`src/verilog/pic_map.vh`:
```
// Register map, field positions, reset values and vector layout of the
// prioritized interrupt controller. Assumes word-addressed AHB-Lite decode.
`ifndef PIC_MAP_VH
`define PIC_MAP_VH

// Printed register offsets (indices); byte address is four times the index
`define PIC_IDX_G0_EN_HIGH 12'hFC1
`define PIC_IDX_G0_EN_LOW 12'hFC2
`define PIC_IDX_G1_EN_HIGH 12'hFC3
`define PIC_IDX_G1_EN_LOW 12'hFC4
`define PIC_IDX_G2_EN_HIGH 12'hFC5
`define PIC_IDX_G2_EN_LOW 12'hFC6
`define PIC_IDX_REQ0 12'hFC7
`define PIC_IDX_REQ1 12'hFC8
`define PIC_IDX_REQ2 12'hFC9
`define PIC_IDX_EDGE_SEL 12'hFCA
`define PIC_IDX_CTRL 12'hFCB
`define PIC_IDX_STATUS 12'hFCC

// Group 0 field positions
`define PIC_G0_TIMER1_BIT 6
`define PIC_G0_TIMER0_BIT 5
`define PIC_G0_SERIAL_RX_BIT 4
`define PIC_G0_SERIAL_TX_BIT 3
`define PIC_G0_WDOG_BIT 1
`define PIC_G0_CONV_BIT 0
// Writable bits of group 0 enable pair; bits 7,2,1 read zero
`define PIC_G0_EN_MASK 8'h79
// Group 2 holds the four dual-edge pins in its low nibble
`define PIC_G2_EN_MASK 8'h0F

// Reset values
`define PIC_EN_RESET 8'h00
`define PIC_CTRL_RESET 8'h00

// Control register fields
`define PIC_CTRL_VEC_EN_BIT 0

// Priority encodings
`define PIC_PRI_OFF 2'h0
`define PIC_PRI_HIGH 2'h3

// Vector table
`define PIC_NUM_SRC 20
`define PIC_VEC_BASE 16'h0002

`endif

```
`src/verilog/pic_edge_det.v`:
```
// One pin edge detector for the interrupt controller.
// Assumes the pin is asynchronous; it is synchronised here before use.
`timescale 1ns/10ps
`default_nettype none

module pic_edge_det (
  input wire core_clk,
  input wire sys_rst,
  input wire pin_in,
  input wire dual_edge,
  input wire fall_sel,
  output reg edge_pulse
);

  reg sync1_reg; // First synchroniser stage, read only by the second
  reg sync2_reg; // Second synchroniser stage
  reg last_reg; // Previous synchronised level
  wire rise_w;
  wire fall_w;

  assign rise_w = sync2_reg & ~last_reg;
  assign fall_w = ~sync2_reg & last_reg;

  // Synchronise and detect the chosen edge as a one-cycle pulse
  always @(posedge core_clk) begin
    if (sys_rst) begin
      sync1_reg <= 1'b0;
      sync2_reg <= 1'b0;
      last_reg <= 1'b0;
      edge_pulse <= 1'b0;
    end else begin
      sync1_reg <= pin_in;
      sync2_reg <= sync1_reg;
      last_reg <= sync2_reg;
      if (dual_edge) begin
        edge_pulse <= rise_w | fall_w;
      end else if (fall_sel) begin
        edge_pulse <= fall_w;
      end else begin
        edge_pulse <= rise_w;
      end
    end
  end

endmodule

`default_nettype wire

```
`src/verilog/pic_ctrl.v`:
```
// Prioritized interrupt controller: AHB-Lite register slave, request
// latching, three-level arbitration and vector fetch for the core.
// Assumes peripheral requests are one-cycle pulses on core_clk and pins
// are asynchronous; the core acknowledges the vector it was offered.
// Absent sources are modelled by gating requests; the map stays fixed.
//
// The AHB-Lite slave port was decided locally.
`timescale 1ns/10ps
`default_nettype none
`include "pic_map.vh"

module pic_ctrl #(
  parameter HAS_CONVERTER = 1,
  parameter [11:0] PIN_PRESENT = 12'hFFF
) (
  input wire core_clk,
  input wire sys_rst,
  input wire hsel,
  input wire [31:0] haddr,
  input wire [1:0] htrans,
  input wire hwrite,
  input wire [2:0] hsize,
  input wire [31:0] hwdata,
  input wire hready,
  output wire [31:0] hrdata,
  output wire hreadyout,
  output wire hresp,
  input wire [7:0] periph_req,
  input wire [11:0] gpio_pin,
  output reg irq_to_core,
  output reg [4:0] irq_vector_id,
  input wire irq_ack,
  output reg [15:0] vec_fetch_addr,
  output reg vec_fetch_req,
  input wire [7:0] vec_fetch_data,
  input wire vec_fetch_ack,
  output reg [15:0] isr_addr,
  output reg isr_valid
);

  // Enable pairs: group0 peripherals, group1 pins 0-7, group2 pins 8-11
  // All of them reset to zero, so every source starts disabled
  reg [7:0] g0_high_reg;
  reg [7:0] g0_low_reg;
  reg [7:0] g1_high_reg;
  reg [7:0] g1_low_reg;
  reg [7:0] g2_high_reg;
  reg [7:0] g2_low_reg;
  reg [7:0] edge_sel_reg; // Falling-edge select for group1 pins
  reg [7:0] ctrl_reg; // Bit 0 enables vectoring
  reg [19:0] pend_reg; // Sticky request flags
  // Bus data phase state
  // A write is remembered from its address phase to its data phase
  reg wr_pend_reg; // Write data arrives this cycle
  reg [11:0] wr_idx_reg;
  reg [31:0] rdata_reg;
  // Vector fetch state machine
  // Binary codes, all four used; the default branch falls back to idle
  localparam [1:0] ST_IDLE = 2'b00;
  localparam [1:0] ST_MSB = 2'b01;
  localparam [1:0] ST_LSB = 2'b10;
  localparam [1:0] ST_DONE = 2'b11;
  // state_next is combinational; state_reg moves only on the clock
  reg [1:0] state_reg; // Current fetch step
  reg [1:0] state_next; // Step for the next edge
  reg [4:0] win_reg; // Source being serviced
  reg [7:0] vec_msb_reg;

  // Combinational request, priority and decode nets
  wire [11:0] pin_edge; // One-cycle pulses from the pin detectors
  wire [19:0] raw_req; // Requests arriving this cycle
  wire [19:0] clr_req; // Flag cleared by the core's acknowledge
  wire [39:0] pri_all; // Two priority bits per source
  wire addr_ok; // Address phase hits the register window
  wire [11:0] a_idx; // Register index from the byte address
  wire vec_en; // Vectored mode; low means software polls

  // Pin edge detectors: eight selectable, four dual-edge
  // Pins 8-11 ignore the select register and always see both edges
  genvar gi;
  generate
    for (gi = 0; gi < 12; gi = gi + 1) begin : g_pin
      pic_edge_det u_det (
        .core_clk(core_clk),
        .sys_rst(sys_rst),
        .pin_in(gpio_pin[gi]),
        .dual_edge(gi >= 8 ? 1'b1 : 1'b0),
        .fall_sel(gi < 8 ? edge_sel_reg[gi % 8] : 1'b0),
        .edge_pulse(pin_edge[gi])
      );
    end
  endgenerate

  // Source order: 0-7 peripherals (group0 bit order), 8-19 pins
  // Watchdog request arrives on periph_req[1] and shares that slot
  // Absent sources are gated here; their enable bits can still be written,
  // but no flag ever sets for them, so they can never win
  assign raw_req[7:0] = periph_req &
    {7'h7F, (HAS_CONVERTER != 0) ? 1'b1 : 1'b0};
  assign raw_req[19:8] = pin_edge & PIN_PRESENT;

  // Per source two-bit priority from the concatenated enable pair
  // Group2 has only four pins; its upper pair bits are masked on write
  generate
    for (gi = 0; gi < 8; gi = gi + 1) begin : g_pri01
      assign pri_all[2*gi+1:2*gi] = {g0_high_reg[gi], g0_low_reg[gi]};
      assign pri_all[2*(gi+8)+1:2*(gi+8)] = {g1_high_reg[gi], g1_low_reg[gi]};
    end
    for (gi = 0; gi < 4; gi = gi + 1) begin : g_pri2
      assign pri_all[2*(gi+16)+1:2*(gi+16)] = {g2_high_reg[gi], g2_low_reg[gi]};
    end
  endgenerate

  // With vectoring off the core polls the flags and no new vector fetch is started;
  // flags still set, and software clears them by writing ones
  assign vec_en = ctrl_reg[`PIC_CTRL_VEC_EN_BIT];

  // Arbiter: highest level, lowest index on tie; level 00 masked
  // Level 00 is below any real level, so a masked flag never wins.
  // The twenty compares form the longest path, kept combinational so a
  // winner is known the cycle after its flag sets.
  // Fixed tie order lets a busy early source starve a later one.
  reg [1:0] best_pri;
  reg [4:0] best_id;
  reg best_any;
  integer k;
  always @* begin
    best_pri = `PIC_PRI_OFF;
    best_id = 5'h00;
    best_any = 1'b0;
    for (k = 0; k < `PIC_NUM_SRC; k = k + 1) begin
      // Strict greater-than keeps the earliest vector on a tie
      if (pend_reg[k] && pri_all[2*k +: 2] > best_pri) begin
        best_pri = pri_all[2*k +: 2];
        best_id = k[4:0];
        best_any = 1'b1;
      end
    end
  end

  // Clear the serviced flag when the core acknowledges
  // Only the source that was offered is cleared; others stay pending.
  // An acknowledge with no offer outstanding clears nothing.
  assign clr_req = (irq_ack && irq_to_core) ? (20'h00001 << win_reg) : 20'h00000;

  // Software may also clear flags by writing ones to request registers
  // The clear lines up with the data phase, when hwdata is valid
  wire [19:0] sw_clr;
  assign sw_clr = !wr_pend_reg ? 20'h00000 :
    (wr_idx_reg == `PIC_IDX_REQ0) ? {12'h000, hwdata[7:0]} :
    (wr_idx_reg == `PIC_IDX_REQ1) ? {4'h0, hwdata[7:0], 8'h00} :
    (wr_idx_reg == `PIC_IDX_REQ2) ? {hwdata[3:0], 16'h0000} : 20'h00000;

  // Pending flags: a new request wins over a same-cycle clear,
  // so a request that lands on its own acknowledge is served again
  always @(posedge core_clk) begin
    if (sys_rst) begin
      pend_reg <= 20'h00000;
    end else begin
      pend_reg <= (pend_reg & ~(clr_req | sw_clr)) | raw_req;
    end
  end

  // Bus address phase decode
  // Upper address bits are not decoded, so the map repeats every 16 KB;
  // the slave never stalls, so ready and response are constants
  assign a_idx = haddr[13:2];
  assign addr_ok = (a_idx >= `PIC_IDX_G0_EN_HIGH) && (a_idx <= `PIC_IDX_STATUS);
  assign hreadyout = 1'b1; // Zero wait states
  assign hresp = 1'b0; // Always OKAY
  assign hrdata = rdata_reg;

  // Register read multiplexer
  // Read data is taken in the address phase and held for the data phase;
  // status shows the current winner even while vectoring is off
  reg [31:0] rd_mux;
  always @* begin
    rd_mux = 32'h00000000;
    case (a_idx)
      `PIC_IDX_G0_EN_HIGH: rd_mux[7:0] = g0_high_reg;
      `PIC_IDX_G0_EN_LOW: rd_mux[7:0] = g0_low_reg;
      `PIC_IDX_G1_EN_HIGH: rd_mux[7:0] = g1_high_reg;
      `PIC_IDX_G1_EN_LOW: rd_mux[7:0] = g1_low_reg;
      `PIC_IDX_G2_EN_HIGH: rd_mux[7:0] = g2_high_reg;
      `PIC_IDX_G2_EN_LOW: rd_mux[7:0] = g2_low_reg;
      `PIC_IDX_REQ0: rd_mux[7:0] = pend_reg[7:0];
      `PIC_IDX_REQ1: rd_mux[7:0] = pend_reg[15:8];
      `PIC_IDX_REQ2: rd_mux[3:0] = pend_reg[19:16];
      `PIC_IDX_EDGE_SEL: rd_mux[7:0] = edge_sel_reg;
      `PIC_IDX_CTRL: rd_mux[7:0] = ctrl_reg;
      `PIC_IDX_STATUS: rd_mux[7:0] = {best_any, 2'b00, best_id};
      default: rd_mux = 32'h00000000; // Unmapped reads as zero
    endcase
  end

  // Bus slave: capture write address, return read data next edge
  // Writes are only remembered here and land one edge later
  always @(posedge core_clk) begin
    if (sys_rst) begin
      wr_pend_reg <= 1'b0;
      wr_idx_reg <= 12'h000;
      rdata_reg <= 32'h00000000;
    end else begin
      wr_pend_reg <= 1'b0;
      if (hsel && hready && htrans[1]) begin
        wr_pend_reg <= hwrite && addr_ok;
        wr_idx_reg <= a_idx;
        if (!hwrite) begin
          rdata_reg <= rd_mux;
        end
      end
    end
  end

  // Register writes in the data phase; reserved bits forced to zero
  // Masking on the way in keeps reserved positions reading zero
  always @(posedge core_clk) begin
    if (sys_rst) begin
      g0_high_reg <= `PIC_EN_RESET;
      g0_low_reg <= `PIC_EN_RESET;
      g1_high_reg <= `PIC_EN_RESET;
      g1_low_reg <= `PIC_EN_RESET;
      g2_high_reg <= `PIC_EN_RESET;
      g2_low_reg <= `PIC_EN_RESET;
      edge_sel_reg <= 8'h00;
      ctrl_reg <= `PIC_CTRL_RESET;
    end else if (wr_pend_reg) begin
      case (wr_idx_reg)
        `PIC_IDX_G0_EN_HIGH: g0_high_reg <= hwdata[7:0] & `PIC_G0_EN_MASK;
        `PIC_IDX_G0_EN_LOW: g0_low_reg <= hwdata[7:0] & `PIC_G0_EN_MASK;
        `PIC_IDX_G1_EN_HIGH: g1_high_reg <= hwdata[7:0];
        `PIC_IDX_G1_EN_LOW: g1_low_reg <= hwdata[7:0];
        `PIC_IDX_G2_EN_HIGH: g2_high_reg <= hwdata[7:0] & `PIC_G2_EN_MASK;
        `PIC_IDX_G2_EN_LOW: g2_low_reg <= hwdata[7:0] & `PIC_G2_EN_MASK;
        `PIC_IDX_EDGE_SEL: edge_sel_reg <= hwdata[7:0];
        `PIC_IDX_CTRL: ctrl_reg <= {7'h00, hwdata[0]};
        // Flag, status and unmapped indices leave these registers as they were
        default: ctrl_reg <= ctrl_reg;
      endcase
    end
  end

  // Vector fetch sequence next state
  always @* begin
    state_next = state_reg;
    case (state_reg)
      ST_IDLE: begin
        // Start a fetch as soon as an enabled flag wins
        if (best_any && vec_en) begin
          state_next = ST_MSB;
        end
      end
      ST_MSB: begin
        // Wait for the even byte
        if (vec_fetch_ack) begin
          state_next = ST_LSB;
        end
      end
      ST_LSB: begin
        // Wait for the odd byte
        if (vec_fetch_ack) begin
          state_next = ST_DONE;
        end
      end
      ST_DONE: begin
        // Hold the vector until the core takes it or polling resumes
        if (irq_ack || !vec_en) begin
          state_next = ST_IDLE;
        end
      end
      default: state_next = ST_IDLE;
    endcase
  end

  // Vector fetch datapath: MSB at even, LSB at following odd address
  // Once started, a fetch runs to its end even if vectoring is switched off
  always @(posedge core_clk) begin
    if (sys_rst) begin
      // Everything comes up idle; nothing is offered before software acts
      state_reg <= ST_IDLE;
      win_reg <= 5'h00;
      vec_msb_reg <= 8'h00;
      vec_fetch_addr <= 16'h0000;
      vec_fetch_req <= 1'b0;
      isr_addr <= 16'h0000;
      isr_valid <= 1'b0;
      irq_to_core <= 1'b0;
      irq_vector_id <= 5'h00;
    end else begin
      state_reg <= state_next;
      case (state_reg)
        ST_IDLE: begin
          irq_to_core <= 1'b0;
          isr_valid <= 1'b0;
          if (best_any && vec_en) begin
            // Latch the winner so later flags cannot change the vector
            win_reg <= best_id;
            vec_fetch_addr <= `PIC_VEC_BASE + {10'h000, best_id, 1'b0};
            vec_fetch_req <= 1'b1;
          end
        end
        ST_MSB: begin
          if (vec_fetch_ack) begin
            // Keep the high byte and step to the odd address
            vec_msb_reg <= vec_fetch_data;
            vec_fetch_addr <= vec_fetch_addr | 16'h0001;
          end
        end
        ST_LSB: begin
          if (vec_fetch_ack) begin
            // Assemble the vector and offer it to the core
            vec_fetch_req <= 1'b0;
            isr_addr <= {vec_msb_reg, vec_fetch_data};
            isr_valid <= 1'b1;
            irq_to_core <= 1'b1;
            irq_vector_id <= win_reg;
          end
        end
        ST_DONE: begin
          // Withdraw the offer on acknowledge or when polling resumes
          if (irq_ack || !vec_en) begin
            irq_to_core <= 1'b0;
            isr_valid <= 1'b0;
          end
        end
        default: vec_fetch_req <= 1'b0;
      endcase
    end
  end

endmodule

`default_nettype wire

```
`config.mk`:
```
export PLATFORM = sky130hd
export DESIGN_NAME = pic_ctrl
export DESIGN_NICKNAME = d
export VERILOG_FILES = /design/src/verilog/pic_edge_det.v /design/src/verilog/pic_ctrl.v
export VERILOG_INCLUDE_DIRS = /design/src /design/src/verilog
export SDC_FILE = /design/constraint.sdc
export NUM_CORES = 1
export LEC_CHECK = 0
export BUFFER_PORTS_ARGS = -buffer_cell sky130_fd_sc_hd__buf_2
export CORE_AREA = 3 3 147 149
export CTS_BUF_LIST = sky130_fd_sc_hd__clkbuf_8
export DETAILED_ROUTE_END_ITERATION = 8
export DIE_AREA = 0 0 150 152
export PLACE_DENSITY_LB_ADDON = 0.1
export SETUP_SLACK_MARGIN = 0.05
export SLEW_MARGIN = 20
export SYNTH_ARGS = -nofsm -noshare
export SYNTH_HDL_FRONTEND = slang
export SYNTH_HIERARCHICAL = 1
export SYNTH_SLANG_ARGS = --single-unit
```
`constraint.sdc`:
```
create_clock -name core_clk -period 25.4 [get_ports core_clk]
set_input_delay 7.62 -clock core_clk [delete_from_list [all_inputs] [get_ports core_clk]]
set_output_delay 7.62 -clock core_clk [all_outputs]
set_load 0.005 [all_outputs]
```
==> results.md <==
- Drt drc: 0
- # Post-CTS Setup Buffers: 0
- Initial antenna violation count: 0
- Async SR Flop Fraction: 0
- Detail Route Antenna Nets: 0
- Largest fanout on the critical path: 8
- Synth area leader: dfxtp_1
- Worst EP required: 25.71 ns
- Yosys cell types: 77
- Yosys warnings: 6
- Final period utilization: 0.840
- Max-cap viol count: 0
- Post-Route WL: 25.1 mm
- Gr usage total: 0.220
- Root Buffer: clkbuf_8
- Crit path kind: register to register
- Outcome: finished, final reports clean
- Total grt overflow: 0
- Nets: 1349
- Hold Path Sink: g_pin[5].u_det/sync2_reg
- Final hold viol count: 0
- PostCTS Resize Cnt: 0
- CP Launch Type: register
- Ys flop type: dfxtp_1
- Vias in the first global route: 7264
- Clock slew at reported path FFs: 0.10 ns
- Area Growth Syn to Fin: 11.5%
- Worst R2R Start: pend_reg[0]
- First-pass GRT wire length: 40.1 mm
- Inserted Clock Buffers: 17
- Pin count of the biggest net entering global routing: 102
- Peak supply drop: 0.0000420 V
- Hold-critical path depth: 1
- Core Region: 20300 µm²
- H-tree depth: 4
- Final Wtd Congestion: 0.876
- Fraction of layout cells with a size suffix above 1: 0.129
- Drt via density: 5.35
- Avg WL per Cell: 17.0 µm
- Hold_buf cts: 0
- Leakage power: 4.29 nW
- EDFF count, synth: 0
- Crit-path max cell delay: 0.61 ns
- Arrival time at the worst endpoint: 21.64 ns
- Row count: 52
- CTS tree: yes
- # diodes: 0
- Reg2Reg Depth: 93
- Max Root-Sink Buffers: 2
- Syn avg cell area: 8.31 µm²
- CP max-delay cell: or4_4
- Netlist Area Pre-Place: 9130 µm²
- Post-synthesis register bit count: 177
- Die area: 22800 µm²
- Die W: 150 µm
- Reg2reg setup slack: 4.07 ns
- Die height: 152 µm
- Hold_sp: g_pin[5].u_det/sync1_reg
- Router iterations before antenna repair: 6
- Final HPWL DP: 18.4 mm
- Final Util: 0.502
- Hold Path Class: register to register
- Clock Sink Count: 177
- Boundary Pins: 178
- Clk_lat worst skew: 0.46 ns
- Main area contributors after synthesis: dfxtp_1, nand2_1, ha_1
- Crit end category: register
- Largest register FFs: 20
- Clk_skew: 0.0177 ns
- R2R Path End: hrdata[7]
- DRT iter0 DRCs: 765
- RSZ-0062 raised after global routing: false
- Slew Limit Fails: 0
- P per Cell Area: 52.7 nW/µm²
- Vias: 7907
- FMAX: 46.9 MHz
- Setup TNS Final: 0 ns
- Initial Util: 0.450
- Port Buffers: 94
- Post-synthesis sequential area ratio: 0.388
- Final worst path period need: 21.33 ns
- Final setup violation count: 0
- Rel. slew slack: 0.250
- Most Frequent Cell on Critical Path: ha_1
- Top-area cell type share of the netlist area: 0.388
- Slew of the pin with the lowest slew margin: 1.11 ns
- Cells after synthesis: 1099
[final cells by class]
type	instances	area, µm²
Clock buffer	18	248
Tap cell	270	338
Fill cell	2028	10100
Inverter	52	195
Multi-Input combinational cell	850	5190
Clock inverter	14	169
Timing Repair Buffer	98	507
Sequential cell	177	3540
[how the worst max path moves through the flow]
stage / startpoint / end / slack, ns
floorplan: pend_reg[0] / hrdata[7] / 6.96
global placement: pend_reg[0] / hrdata[7] / 4.30
detailed placement: pend_reg[0] / hrdata[7] / 4.31
CTS: pend_reg[0] / hrdata[7] / 4.23
global route: pend_reg[0] / hrdata[7] / 2.16
finish: pend_reg[0] / hrdata[7] / 4.07
[Yosys cell counts (4+ instances only)]
library cell	n
a222oi_1	7
nand3_1	29
mux2_1	12
clkbuf_1	40
o211ai_1	8
nor3b_1	5
inv_1	52
buf_4	37
a22oi_1	7
ha_1	49
mux2_2	6
o21a_1	15
nor3_1	13
dfxtp_1	177
a221oi_1	5
o21ai_0	19
nor2b_1	33
and2_1	7
nand3b_1	7
a21oi_1	86
nand2b_1	7
nor2_1	120
nand2_1	166
or2_2	4
and3_1	9
a31oi_1	30
nor4_1	7
o31a_1	4
a211oi_1	5
mux2i_1	53
nand4_1	10
[critical path, delay by kind of cell (launching register included)]
family | cells | cell delay, ns
buf+inv | 1 | 0.09
fa+ha+maj | 16 | 4.37
mux | 5 | 1.87
flops | 1 | 0.43
simple gates | 34 | 6.13
compound gates | 37 | 8.22
[cell usage in the layout (no fill, tap or decap), types with 7 or more instances in the layout]
cell      count
dfxtp_1     177
nand2_1     166
nor2_1      119
buf_2        93
a21oi_1      86
conb_1       63
mux2i_1      53
inv_1        52
ha_1         49
nor2b_1      33
a31oi_1      30
nand3_1      29
o21ai_0      19
clkbuf_8     18
o21a_1       15
nor3_1       13
mux2_1       12
nand4_1      10
and3_1        9
o211ai_1      8
a22oi_1       7
and2_1        7
nand3b_1      7
nand2b_1      7
a222oi_1      7
[kinds of logic (layout without fill, tap and decap cells)]
kind of cell	Yosys count	after routing	synth area share
AND/OR/NAND/NOR	435	435	0.221
AO/OA/AOI/OAI	231	231	0.172
flip-flops	177	177	0.388
buffers and inverters	133	182	0.0700
multiplexers	71	71	0.0803
adder cells (fa/ha/maj)	49	49	0.0671
other	2	63	0.000822
XOR/XNOR	1	1	0.000959
[stage by stage]
stage	std cells	setup slack (ns)	hold slack, ns	area, µm²	power (mW)
global placement	1447	4.30	0.417	9760	0.341
global route	1479	2.16	0.462	10200	0.561
finish	1479	4.07	0.444	10200	0.537
detailed placement	1447	4.31	0.421	9760	0.341
CTS	1479	4.23	0.445	10200	0.544
floorplan	1160	6.96	0.413	9360	0.329
[metal layers]
| layer | routed length, µm | share of wire | track usage | up-vias |
|---|---|---|---|---|
| met4 | 386 | 0.015 | 0.0553 | 0 |
| met1 | 12000 | 0.48 | 0.324 | 3694 |
| li1 | - | - | - | 3938 |
| met2 | 10900 | 0.44 | 0.330 | 247 |
| met3 | 1770 | 0.070 | 0.0441 | 28 |
| met5 | 0 | 0 | 0 | - |
[power breakdown]
| part | leakage (nW) | internal (mW) | total, mW | switching [mW] |
|---|---|---|---|---|
| registers | 1.44 | 0.286 | 0.292 | 0.00680 |
| clock network | 0.203 | 0.0853 | 0.202 | 0.117 |
| logic | 2.65 | 0.0151 | 0.0427 | 0.0276 |
No activity file was read; power rests on OpenSTA's default activity.
